**src/common/gdc_pkg.sv**
```systemverilog
// Package for the gate driver configuration register bank.
// Assumes a 10 MHz system clock and a decoded frame from an SPI front end.
`default_nettype none
package gdc_pkg;

  // ****************************************
  // Register offsets and bank indices
  // ****************************************
  localparam logic [4:0] GC1_OFS = 5'h00;
  localparam logic [4:0] GC2_OFS = 5'h01;
  localparam logic [4:0] VDS_LO_OFS = 5'h02;
  localparam logic [4:0] VDS_HI_OFS = 5'h03;
  localparam logic [4:0] PAIR_MAP_OFS = 5'h04;
  localparam logic [4:0] TIMES_OFS = 5'h05;
  localparam int NUM_REGS = 7;
  localparam logic [2:0] IDX_GC1 = 3'h0;
  localparam logic [2:0] IDX_GC2 = 3'h1;
  localparam logic [2:0] IDX_ACT = 3'h5;
  localparam logic [2:0] IDX_FW = 3'h6;
  localparam logic [2:0] IDX_NONE = 3'h7;

  // ****************************************
  // Reset values and writable masks
  // ****************************************
  localparam logic [15:0] GC1_RST = 16'h0026;
  localparam logic [15:0] GC2_RST = 16'h4180;
  localparam logic [15:0] VDS_RST = 16'h0249;
  localparam logic [15:0] PAIR_MAP_RST = 16'h0000;
  localparam logic [15:0] TIMES_RST = 16'h4924;
  localparam logic [15:0] GC1_WMASK = 16'hFFAF;
  localparam logic [15:0] FULL_WMASK = 16'hFFFF;
  localparam logic [15:0] TIMES_WMASK = 16'h7FFF;

  // ****************************************
  // Field positions
  // ****************************************
  localparam int GC1_KICK = 0;
  localparam int GC1_WIN = 1;
  localparam int GC1_OC_ON = 2;
  localparam int GC1_STEP = 3;
  localparam int GC1_SPREAD = 5;
  localparam int GC1_UNLOCK = 7;
  localparam int GC1_BANK = 9;
  localparam int GC1_DIR_A = 12;
  localparam int GC1_DIR_B = 15;
  localparam int GC2_OCL_A = 0;
  localparam int GC2_OCL_B = 2;
  localparam int GC2_DFILT = 4;
  localparam int GC2_STAGE = 6;
  localparam int GC2_UVTH = 7;
  localparam int GC2_DMASK = 8;
  localparam int GC2_WDOFF = 9;
  localparam int GC2_HOLD = 10;
  localparam int GC2_ADAPT = 11;
  localparam int GC2_ADAPT_FILT = 13;
  localparam int GC2_PASS = 14;
  localparam int GC2_POFF = 15;
  localparam int VDS_FLD_W = 3;
  localparam int TIME_FLD_W = 3;
  localparam int NUM_TIMES = 5;

  // ****************************************
  // Encodings and timing
  // ****************************************
  localparam logic [1:0] ADAPT_ALL_OFF = 2'b00;
  localparam logic [1:0] ADAPT_PREDIS_ONLY = 2'b01;
  localparam logic [3:0] HOLD_STEP_LOW = 4'h8;
  localparam logic [3:0] HOLD_STEP_HIGH = 4'hC;
  localparam int CLK_MHZ = 10;
  localparam int WD_SHORT_MS = 50;
  localparam int WD_LONG_MS = 200;
  localparam int WD_SHORT_CYC = WD_SHORT_MS * 1000 * CLK_MHZ;
  localparam int WD_LONG_CYC = WD_LONG_MS * 1000 * CLK_MHZ;
  localparam int GUARD_NS [8] = '{375, 625, 1000, 1500, 2000, 3000, 4000, 16000};
  localparam int BLANK_NS [8] = '{625, 1000, 1250, 1500, 2000, 3000, 4000, 8000};
  localparam int DFILT_NS [4] = '{500, 1000, 2000, 3000};

  // ****************************************
  // Carriers
  // ****************************************
  typedef struct packed {
    logic valid;
    logic write;
    logic [4:0] addr;
    logic [15:0] wdata;
  } gdc_frame_s;

  typedef struct packed {
    logic adapt_on;
    logic precharge_on;
    logic predischarge_on;
    logic filter_on;
    logic step_two;
  } gdc_adapt_s;

endpackage : gdc_pkg

`default_nettype wire

```
**src/gdc_regs.sv**
```systemverilog
// Configuration register bank of the half-bridge gate driver.
// Frames arrive already decoded, one pulse per completed frame, on SYS_CLK.
`timescale 1ns/1ps
`default_nettype none

module gdc_regs
  import gdc_pkg::*;
#(
  parameter int WD_SHORT = WD_SHORT_CYC,
  parameter int WD_LONG = WD_LONG_CYC,
  parameter int CNT_W = 8
) (
  // Clock and reset
  input wire logic SYS_CLK,
  input wire logic RSTN,
  // Decoded frame from the serial front end
  input wire gdc_frame_s FRAME,
  output logic RVALID,
  output logic [15:0] RDATA,
  // Fault inputs from the PWM channels
  input wire logic [2:0] DELAY_ERR,
  input wire logic [2:0] PWM_ON,
  output logic DELAY_FLAG,
  // Watchdog
  output logic WDOG_ENABLED,
  output logic WDOG_TIMEOUT,
  // Pump and general settings
  output logic PUMP_SPREAD_ON,
  output logic OC_SHUTDOWN_ON,
  output logic POSTCHARGE_OFF,
  output logic BRIDGE_PASSIVE,
  output gdc_adapt_s ADAPT_CFG,
  output logic [3:0] HOLD_STEP,
  output logic PUMP_UV_HIGH,
  output logic PUMP_STAGE_AUTO,
  output logic [CNT_W-1:0] DRAIN_FILTER_CYC,
  // Current sense
  output logic [1:0] SENSE_BIDIR,
  output logic [1:0] OC_LEVEL_A,
  output logic [1:0] OC_LEVEL_B,
  // Per bridge settings
  output logic [23:0] DRAIN_THRESH,
  output logic [15:0] PAIR_SEL,
  // Guard and blank durations, active then freewheeling set
  output logic [NUM_TIMES*CNT_W-1:0] ACT_TIME_CYC,
  output logic [NUM_TIMES*CNT_W-1:0] FW_TIME_CYC
);

  // ****************************************
  // Elaboration checks
  // ****************************************
  if (WD_SHORT < 1 || WD_LONG < 1 || WD_LONG >= (1 << 22)) begin : g_bad_wd
    $error("watchdog period outside counter range");
  end
  if (CNT_W < 8 || CNT_W > 16) begin : g_bad_cnt
    $error("count width must hold 160 cycles");
  end

  // ****************************************
  // Decode helpers
  // ****************************************
  function automatic logic [2:0] reg_index(input logic [4:0] addr, input logic bank);
    logic [2:0] idx;
    idx = IDX_NONE;
    if (addr <= PAIR_MAP_OFS) begin
      idx = addr[2:0];
    end else if (addr == TIMES_OFS) begin
      idx = bank ? IDX_FW : IDX_ACT;
    end
    return idx;
  endfunction

  // Round to nearest cycle so the error stays within one period
  function automatic logic [CNT_W-1:0] ns_to_cyc(input int ns);
    int cyc;
    cyc = (ns * CLK_MHZ + 500) / 1000;
    if (cyc < 1) begin
      cyc = 1;
    end
    return CNT_W'(cyc);
  endfunction

  function automatic logic [CNT_W-1:0] time_cyc(input logic [2:0] code, input logic blank);
    logic [CNT_W-1:0] c;
    c = blank ? ns_to_cyc(BLANK_NS[code]) : ns_to_cyc(GUARD_NS[code]);
    return c;
  endfunction

  function automatic logic [15:0] reset_of(input int i);
    logic [15:0] v;
    v = TIMES_RST;
    if (i == 0) begin
      v = GC1_RST;
    end else if (i == 1) begin
      v = GC2_RST;
    end else if (i == 2 || i == 3) begin
      v = VDS_RST;
    end else if (i == 4) begin
      v = PAIR_MAP_RST;
    end
    return v;
  endfunction

  function automatic logic [15:0] wmask_of(input int i);
    logic [15:0] m;
    m = FULL_WMASK;
    if (i == 0) begin
      m = GC1_WMASK;
    end else if (i >= 5) begin
      m = TIMES_WMASK;
    end
    return m;
  endfunction

  // ****************************************
  // Register storage
  // ****************************************
  logic [15:0] regs_q [NUM_REGS];
  logic [2:0] frame_idx;
  logic wr_en;
  logic unlock_armed_q;
  logic [15:0] gc1;
  logic [15:0] gc2;
  logic wdoff_d;

  assign frame_idx = reg_index(FRAME.addr, regs_q[IDX_GC1][GC1_BANK]);
  assign wr_en = FRAME.valid && FRAME.write;
  assign gc1 = regs_q[IDX_GC1];
  assign gc2 = regs_q[IDX_GC2];
  // Setting needs the arm from the previous frame; clearing never does
  assign wdoff_d = FRAME.wdata[GC2_WDOFF] && (unlock_armed_q || gc2[GC2_WDOFF]);

  for (genvar i = 0; i < NUM_REGS; i++) begin : g_reg
    // Fixed per slot, so the reset branch loads constants only
    localparam logic [15:0] RST_V = reset_of(i);
    localparam logic [15:0] WMASK = wmask_of(i);
    logic [15:0] wval;
    always_comb begin
      wval = FRAME.wdata;
      if (i == 1) begin
        wval[GC2_WDOFF] = wdoff_d;
      end
    end
    always_ff @(posedge SYS_CLK or negedge RSTN) begin
      if (!RSTN) begin
        regs_q[i] <= RST_V;
      end else if (wr_en && frame_idx == 3'(i)) begin
        regs_q[i] <= (regs_q[i] & ~WMASK) | (wval & WMASK);
      end
    end
  end

  // Any frame consumes the arm, so it covers the next frame only
  always_ff @(posedge SYS_CLK or negedge RSTN) begin
    if (!RSTN) begin
      unlock_armed_q <= 1'b0;
    end else if (FRAME.valid) begin
      unlock_armed_q <= wr_en && frame_idx == IDX_GC1 && FRAME.wdata[GC1_UNLOCK];
    end
  end

  // ****************************************
  // In-frame read answer
  // ****************************************
  always_ff @(posedge SYS_CLK or negedge RSTN) begin
    if (!RSTN) begin
      RVALID <= 1'b0;
      RDATA <= 16'h0000;
    end else begin
      RVALID <= FRAME.valid;
      if (FRAME.valid) begin
        // Pre-write content; unmapped offsets answer zero
        RDATA <= (frame_idx == IDX_NONE) ? 16'h0000 : regs_q[frame_idx];
      end
    end
  end

  // ****************************************
  // Watchdog window
  // ****************************************
  logic [21:0] wd_cnt_q;
  logic kick;
  logic [21:0] wd_limit;

  // A kick is a write that inverts the trigger bit
  assign kick = wr_en && frame_idx == IDX_GC1 && (FRAME.wdata[GC1_KICK] != gc1[GC1_KICK]);
  assign wd_limit = gc1[GC1_WIN] ? 22'(WD_LONG) : 22'(WD_SHORT);

  always_ff @(posedge SYS_CLK or negedge RSTN) begin
    if (!RSTN) begin
      wd_cnt_q <= 22'h00_0000;
      WDOG_TIMEOUT <= 1'b0;
    end else begin
      WDOG_TIMEOUT <= 1'b0;
      if (gc2[GC2_WDOFF] || kick) begin
        wd_cnt_q <= 22'h00_0000;
      end else if (wd_cnt_q >= wd_limit - 22'd1) begin
        wd_cnt_q <= 22'h00_0000;
        WDOG_TIMEOUT <= 1'b1;
      end else begin
        wd_cnt_q <= wd_cnt_q + 22'd1;
      end
    end
  end

  always_ff @(posedge SYS_CLK or negedge RSTN) begin
    if (!RSTN) begin
      WDOG_ENABLED <= 1'b0;
    end else begin
      WDOG_ENABLED <= !gc2[GC2_WDOFF];
    end
  end

  // ****************************************
  // Delay error contribution to the global flag
  // ****************************************
  logic [2:0] derr_s1_q;
  logic [2:0] derr_s2_q;

  // Error lines come from the analog side, so synchronise first
  always_ff @(posedge SYS_CLK or negedge RSTN) begin
    if (!RSTN) begin
      derr_s1_q <= 3'h0;
      derr_s2_q <= 3'h0;
      DELAY_FLAG <= 1'b0;
    end else begin
      derr_s1_q <= DELAY_ERR;
      derr_s2_q <= derr_s1_q;
      DELAY_FLAG <= |(derr_s2_q & PWM_ON) && !gc2[GC2_DMASK];
    end
  end

  // ****************************************
  // Charge pump settings
  // ****************************************
  always_ff @(posedge SYS_CLK or negedge RSTN) begin
    if (!RSTN) begin
      PUMP_SPREAD_ON <= 1'b0;
      PUMP_UV_HIGH <= 1'b0;
      PUMP_STAGE_AUTO <= 1'b0;
    end else begin
      PUMP_SPREAD_ON <= gc1[GC1_SPREAD];
      PUMP_UV_HIGH <= gc2[GC2_UVTH];
      PUMP_STAGE_AUTO <= gc2[GC2_STAGE];
    end
  end

  // ****************************************
  // Bridge drive settings
  // ****************************************
  // Passive from reset until GC2 clears its pass bit (set in GC2_RST), so no gate is driven early
  always_ff @(posedge SYS_CLK or negedge RSTN) begin
    if (!RSTN) begin
      POSTCHARGE_OFF <= 1'b0;
      BRIDGE_PASSIVE <= 1'b1;
      HOLD_STEP <= HOLD_STEP_LOW;
    end else begin
      POSTCHARGE_OFF <= gc2[GC2_POFF];
      BRIDGE_PASSIVE <= gc2[GC2_PASS];
      HOLD_STEP <= gc2[GC2_HOLD] ? HOLD_STEP_HIGH : HOLD_STEP_LOW;
    end
  end

  // ****************************************
  // Adaptive gate control
  // ****************************************
  always_ff @(posedge SYS_CLK or negedge RSTN) begin
    if (!RSTN) begin
      ADAPT_CFG <= '0;
    end else begin
      ADAPT_CFG.adapt_on <= gc2[GC2_ADAPT+1];
      ADAPT_CFG.precharge_on <= gc2[GC2_ADAPT+1];
      ADAPT_CFG.predischarge_on <= gc2[GC2_ADAPT+:2] != ADAPT_ALL_OFF;
      ADAPT_CFG.filter_on <= gc2[GC2_ADAPT_FILT];
      ADAPT_CFG.step_two <= gc1[GC1_STEP];
    end
  end

  // ****************************************
  // Current sense and overcurrent
  // ****************************************
  // Level codes pass with their direction bit; the comparator reads both
  always_ff @(posedge SYS_CLK or negedge RSTN) begin
    if (!RSTN) begin
      OC_SHUTDOWN_ON <= 1'b0;
      SENSE_BIDIR <= 2'b00;
      OC_LEVEL_A <= 2'b00;
      OC_LEVEL_B <= 2'b00;
    end else begin
      OC_SHUTDOWN_ON <= gc1[GC1_OC_ON];
      SENSE_BIDIR <= {gc1[GC1_DIR_B], gc1[GC1_DIR_A]};
      OC_LEVEL_A <= gc2[GC2_OCL_A+:2];
      OC_LEVEL_B <= gc2[GC2_OCL_B+:2];
    end
  end

  // ****************************************
  // Drain monitor and timing pair map
  // ****************************************
  always_ff @(posedge SYS_CLK or negedge RSTN) begin
    if (!RSTN) begin
      DRAIN_FILTER_CYC <= '0;
      DRAIN_THRESH <= '0;
    end else begin
      DRAIN_FILTER_CYC <= ns_to_cyc(DFILT_NS[gc2[GC2_DFILT+:2]]);
      DRAIN_THRESH <= {regs_q[3][11:0], regs_q[2][11:0]};
    end
  end

  always_ff @(posedge SYS_CLK or negedge RSTN) begin
    if (!RSTN) begin
      PAIR_SEL <= '0;
    end else begin
      PAIR_SEL <= regs_q[4];
    end
  end

  // Even fields are guard times, odd fields blank times
  for (genvar t = 0; t < NUM_TIMES; t++) begin : g_time
    always_ff @(posedge SYS_CLK or negedge RSTN) begin
      if (!RSTN) begin
        ACT_TIME_CYC[t*CNT_W+:CNT_W] <= '0;
        FW_TIME_CYC[t*CNT_W+:CNT_W] <= '0;
      end else begin
        ACT_TIME_CYC[t*CNT_W+:CNT_W] <=
          time_cyc(regs_q[IDX_ACT][t*TIME_FLD_W+:TIME_FLD_W], t % 2 == 1);
        FW_TIME_CYC[t*CNT_W+:CNT_W] <=
          time_cyc(regs_q[IDX_FW][t*TIME_FLD_W+:TIME_FLD_W], t % 2 == 1);
      end
    end
  end

endmodule // gdc_regs

`default_nettype wire

```
**config.mk**
```make
export PLATFORM = sky130hd
export DESIGN_NAME = gdc_regs
export DESIGN_NICKNAME = d
export VERILOG_FILES = /design/src/common/gdc_pkg.sv /design/src/gdc_regs.sv
export SDC_FILE = /design/constraint.sdc
export NUM_CORES = 1
export LEC_CHECK = 0
export ABC_CLOCK_PERIOD_IN_PS = 12700
export BUFFER_PORTS_ARGS = -buffer_cell sky130_fd_sc_hd__buf_4
export CORE_ASPECT_RATIO = 1.25
export CORE_MARGIN = 4
export CORE_UTILIZATION = 25
export DETAILED_ROUTE_END_ITERATION = 8
export PLACE_DENSITY_LB_ADDON = 0.25
export SLEW_MARGIN = 20
export SYNTH_ARGS = -nofsm -noshare
export SYNTH_HDL_FRONTEND = slang
export SYNTH_SLANG_ARGS = --single-unit
```
**constraint.sdc**
```tcl
create_clock -name SYS_CLK -period 12.7 [get_ports SYS_CLK]
set_clock_uncertainty 0.2 [all_clocks]
set_input_delay 2.54 -clock SYS_CLK [delete_from_list [all_inputs] [get_ports SYS_CLK]]
set_output_delay 2.54 -clock SYS_CLK [all_outputs]
set_load 0.05 [all_outputs]
```
==> impl_metrics.csv, run 1 <==
group,metric,value,unit
run_status,outcome,"complete, no violations",
drt,ant_nets,0,
sta,finalCritPeriodShare,91.3,%
global_routing,grt_util_all_layers,16.3,%
sta,slew_headroom,31.6,%
synth,synth_edf_count,0,
synth,seq_area_frac_synth,20.5,%
finish,layout_common_cells,"542 x nand2_1, 374 x nor2_1, 312 x ha_1",
placed_design,dp_hpwl,101,mm
global_routing,grt_pass1_vias,35057,
global_routing,grt_pass1_wl,202,mm
clocking,cts_tree,"yes",
finish,nets,5184,
worst_hold_path,min_path_type,"flop to flop",
worst_setup_path,slowest_stage,"ha_1",
synth,ys_types,138,
global_routing,antenna_found_initial,7,
finish,area_delta_synth_final,13.7,%
sta,fin_tns_setup,0,ns
clocking,clock_sinks,302,
clocking,cts_root_buf,"clkbuf_16",
synth,avgSynthCellArea,7.87,sq um
sta,max_freq,86.2,MHz
die,rows,157,
drt,drt_iter0_drc,2203,
die,die_w,352,microns
die,io_pins,200,
drt,vias_per_cell,5.30,
global_routing,gr-total-overflow,0,
worst_setup_path,required,12.98,ns
synth,mappedNetlistArea,36900,sq um
synth,synth_flop_cell,"dfrtp_1",
worst_setup_path,crit_path_end_kind,"flop",
worst_setup_path,worstSetupPathType,"flop to flop",
die,dieHeight,438,microns
sta,post-route-min-period,11.60,ns
synth,yosysWarningCount,0,
worst_setup_path,cpPeakStageDelay,0.77,ns
finish,n_fill_cell,15751,
drt,dr.pass1.iters,6,
placed_design,port_buffers,196,
die,core-area,147000,sq um
drt,wl,130,mm
sta,slew_viol_final,0,
worst_setup_path,critical_path.max_fanout,21,
synth,synth_cells,4695,
finish,drive_above_1_share,12.3,%
placed_design,routabilityCongestion,0.869,
clocking,postCtsHoldBufs,0,
drt,wire_per_inst,19.2,microns
die,start_util,25.2,%
synth,ys_seq_elements,302,
clocking,clk_pin_slew,0.06,ns
sta,hold_violations,0,
sta,worst_slew_pin_slew,1.02,ns
die,die_area,154000,sq um
sta,setup_viol,0,
global_routing,grt_max_degree,74,
drt,dr_total_vias,35913,
clocking,ctsLongestPathBuffers,3,
clocking,htree_levels,2,
worst_setup_path,start_kind,"flop",
clocking,numCtsBuffers,42,
sta,rsz0062_at_grt,"no",
finish,final_common_cell,"nand2_1",
flow_run,drv_cap,0,
clocking,insertion_delay,0.63,ns
synth,synth-async-reset-ratio,100,%
drt,drc,0,
worst_setup_path,arrival,11.88,ns
==> per-stage QoR <==
step	hold slack, ns	util, %	cell area (sq um)	instances	worst slack (ns)
floorplan	0.131	-	36900	4697	3.24
global placement	0.133	27.6	40400	6695	1.35
detailed placement	0.140	27.6	40400	6695	1.11
CTS	0.164	28.6	41900	6772	1.05
global route	0.169	28.6	42000	6772	0.171
finish	0.159	28.6	42000	6777	1.10
==> final cells by class <==
class / count / area (sq um) / area share, %
multi-input cells: 3981 / 27700 / 66.0
flip-flops and latches: 302 / 7590 / 18.1
well taps: 1908 / 2390 / 5.69
repair buffers: 229 / 1730 / 4.12
clock buffers: 51 / 1140 / 2.73
inverters: 275 / 1030 / 2.46
clock inverters: 26 / 365 / 0.870
diodes: 5 / 12.5 / 0.0298
==> layer usage <==
metal	share of wire [%]	global-route usage, %	up-vias
met1	45	20.7	17421
met2	49	28.7	737
met5	0.0092	0	-
li1	-	-	17593
met4	2.5	4.39	2
met3	4.2	2.31	160
==> worst max-delay path: cells and delay by family (launching register included) <==
| kind | cells | cell delay [ns] |
|---|---|---|
| compound gates | 18 | 4.06 |
| buf+inv | 2 | 0.60 |
| mux | 3 | 1.55 |
| xor+xnor | 2 | 0.29 |
| fa+ha+maj | 3 | 1.41 |
| simple gates | 7 | 2.76 |
| flops | 1 | 0.56 |
==> flip-flops by register name (all words and copies together), names as in the netlist, 2 cells and up <==
name              count
OC_LEVEL_A            2
ADAPT_CFG             4
derr_s2_q             3
gc2                  16
wd_cnt_q             22
DRAIN_THRESH         24
ACT_TIME_CYC         40
derr_s1_q             3
OC_LEVEL_B            2
regs_q               78
PAIR_SEL             16
RDATA                16
gc1                  14
FW_TIME_CYC          40
SENSE_BIDIR           2
DRAIN_FILTER_CYC      8
==> Yosys cell counts (113+ instances only) <==
cell	number	area, sq um
nand3_1	137	686
inv_1	256	961
o21ai_0	275	1380
mux2_2	113	1270
xor2_1	119	1040
nand2_1	542	2030
nor2_1	375	1410
dfrtp_1	277	6930
mux2i_1	117	1170
a21oi_1	258	1290
nor3_1	128	641
xnor2_1	194	1700
ha_1	312	3900
==> cell families after synthesis <==
family	count (synthesis)	synth area share (%)
simple gates	1712	22.8
compound gates	1379	26.1
buf+inv	414	4.57
fa+ha+maj	331	11.4
xor+xnor	322	7.89
flops	302	20.5
mux	233	6.76
other cells	2	0.0203
==> path summary, 6_finish.rpt <==
path,start,endpoint,slack [ns],depth (start not counted)
setup / recovery,regs_q[4],FW_TIME_CYC[8],1.10,35
hold / removal,derr_s1_q[0],derr_s2_q[0],0.16,0
setup reg to reg,regs_q[4],FW_TIME_CYC[8],1.10,35
hold reg to reg,derr_s1_q[0],derr_s2_q[0],0.16,0
max in group asynchronous,RSTN,ACT_TIME_CYC[15],8.39,3
min in group asynchronous,RSTN,DRAIN_THRESH[14],1.70,1
==> what timing repair did <==
| action | CTS | global route |
|---|---|---|
| setup buffers | 0 | 0 |
| endpoints found under the hold margin | 0 | 0 |
| setup endpoints to repair | 0 | 1 |
| gates resized for setup | 0 | 1 |
Power of run 1 is not shown: default switching activity piles up to over one toggle a cycle in this logic, so the estimate is an artifact.
==> inputs of run 2 (changes only) <==
--- a/config.mk
+++ b/config.mk
@@ -10,6 +10,7 @@
 export CORE_ASPECT_RATIO = 1.25
 export CORE_MARGIN = 4
 export CORE_UTILIZATION = 25
+export CTS_BUF_LIST = sky130_fd_sc_hd__clkbuf_8
 export DETAILED_ROUTE_END_ITERATION = 8
 export PLACE_DENSITY_LB_ADDON = 0.25
 export SLEW_MARGIN = 20
==> impl_metrics.csv, run 2 (synthesis results as in run 1) <==
group,metric,value,unit
run_status,outcome,"complete, no violations",
drt,wl,130,mm
worst_hold_path,min_path_type,"flop to flop",
worst_setup_path,r2r_start,"regs_q[4]",
worst_setup_path,critPathBufInv,2,
clocking,postCtsHoldBufs,0,
clocking,clk_pin_slew,0.06,ns
die,start_util,25.2,%
drt,ant_nets,0,
global_routing,use_met2,28.8,%
worst_setup_path,cpPeakStageDelay,0.77,ns
worst_setup_path,start_kind,"flop",
sta,rsz0062_at_grt,"no",
finish,layout_common_cells,"542 x nand2_1, 374 x nor2_1, 312 x ha_1",
die,io_pins,200,
sta,post-route-min-period,11.60,ns
global_routing,grt_pass1_wl,202,mm
die,core-area,147000,sq um
worst_setup_path,r2r_setup_slack,1.10,ns
die,die_w,352,microns
worst_setup_path,slowest_stage,"ha_1",
global_routing,grt_busiest_layer,"met2",
finish,largest_reg_flops,78,
placed_design,routabilityCongestion,0.869,
sta,worst_slew_pin_slew,1.04,ns
global_routing,grt_pass1_vias,35229,
finish,area_delta_synth_final,13.5,%
worst_hold_path,min_from,"derr_s1_q[2]",
worst_setup_path,crit_family,"compound AO/OA/AOI/OAI gates",
drt,dr.pass1.iters,5,
worst_setup_path,worstSetupPathType,"flop to flop",
die,dieHeight,438,microns
finish,regArea,7590,sq um
clocking,cts_root_buf,"clkbuf_8",
sta,slew_headroom,30.1,%
sta,setup_viol,0,
placed_design,port_buffers,196,
drt,wire_per_inst,19.1,microns
worst_setup_path,required,13.08,ns
sta,slew_viol_final,0,
drt,dr_total_vias,35908,
sta,fin_tns_setup,0,ns
finish,largest-register,"regs_q",
clocking,insertion_delay,0.75,ns
worst_hold_path,whs_endpoint,"derr_s2_q[2]",
clocking,numCtsBuffers,61,
sta,finalCritPeriodShare,91.3,%
drt,drt_iter0_drc,2270,
finish,nets,5203,
sta,whs,0.152,ns
finish,n_fill_cell,15787,
clocking,post_cts.repair.setup_buffers,0,
worst_setup_path,path_common_cell,"a21oi_1",
worst_setup_path,arrival,11.98,ns
finish,final_common_cell,"nand2_1",
die,die_area,154000,sq um
clocking,clock_sinks,302,
die,rows,157,
sta,max_freq,86.2,MHz
drt,drc,0,
worst_hold_path,holdPathStages,0,
worst_setup_path,reg2reg_depth,37,
clocking,htree_levels,2,
global_routing,grt_use_met3,2.41,%
global_routing,grt_util_all_layers,16.3,%
worst_setup_path,critical_path.max_fanout,21,
finish,largestRegisters,"regs_q: 78 flops, ACT_TIME_CYC: 40 flops, FW_TIME_CYC: 40 flops",
sta,hold_violations,0,
global_routing,gr-total-overflow,0,
drt,vias_per_cell,5.27,
finish,multi_input_comb_area,27700,sq um
worst_setup_path,crit_path_end_kind,"flop",
global_routing,use_met1,20.5,%
clocking,ctsLongestPathBuffers,3,
placed_design,dp_hpwl,101,mm
clocking,cts_tree,"yes",
clocking,cts_resized,0,
global_routing,grt_max_degree,74,
finish,drive_above_1_share,12.7,%
worst_setup_path,worstReg2RegEnd,"FW_TIME_CYC[8]",
global_routing,antenna_found_initial,8,
flow_run,drv_cap,0,
==> run 2: how the worst max path moves through the flow <==
| stage | end | slack (ns) | start | cells after the start |
|---|---|---|---|---|
| after floorplan | FW_TIME_CYC[8] | 3.24 | regs_q[4] | 44 |
| after global placement | FW_TIME_CYC[8] | 1.35 | regs_q[3] | 39 |
| after detailed placement | FW_TIME_CYC[8] | 1.11 | regs_q[4] | 37 |
| after CTS | FW_TIME_CYC[8] | 1.04 | regs_q[4] | 37 |
| after global routing | FW_TIME_CYC[8] | 0.16 | regs_q[4] | 37 |
| final | FW_TIME_CYC[8] | 1.10 | regs_q[4] | 37 |
==> run 2: through the flow <==
step	utilization (%)	setup slack, ns	area, sq um	cells
5_1_grt	28.6	0.160	41900	6812
4_1_cts	28.5	1.04	41900	6811
3_3_place_gp	27.6	1.35	40400	6695
2_1_floorplan	-	3.24	36900	4697
6_report	28.6	1.10	41900	6819
3_5_place_dp	27.6	1.11	40400	6695
==> run 2: metal layers <==
layer | wire length (microns) | vias to the layer above
met5 | 12 | -
met4 | 3470 | 2
met3 | 5450 | 166
met2 | 63600 | 715
met1 | 57900 | 17408
li1 | - | 17617
==> run 2: area by class of cell <==
type | count | area share [%]
inverter | 275 | 2.47
clock inverter | 46 | 1.13
tap | 1908 | 5.70
timing repair buffer | 229 | 4.13
clock buffer | 70 | 2.30
antenna | 8 | 0.0478
multi-input combinational | 3981 | 66.1
sequential | 302 | 18.1
==> run 2: worst reg2reg max path: cells and delay by family, from the launching register on <==
family | cells | cell delay, ns
compound gates | 18 | 3.99
mux | 3 | 1.53
xor+xnor | 1 | 0.16
fa+ha+maj | 3 | 1.42
buf+inv | 2 | 0.61
flops | 1 | 0.56
simple gates | 10 | 2.99
Power of run 2 is left out for the same reason.
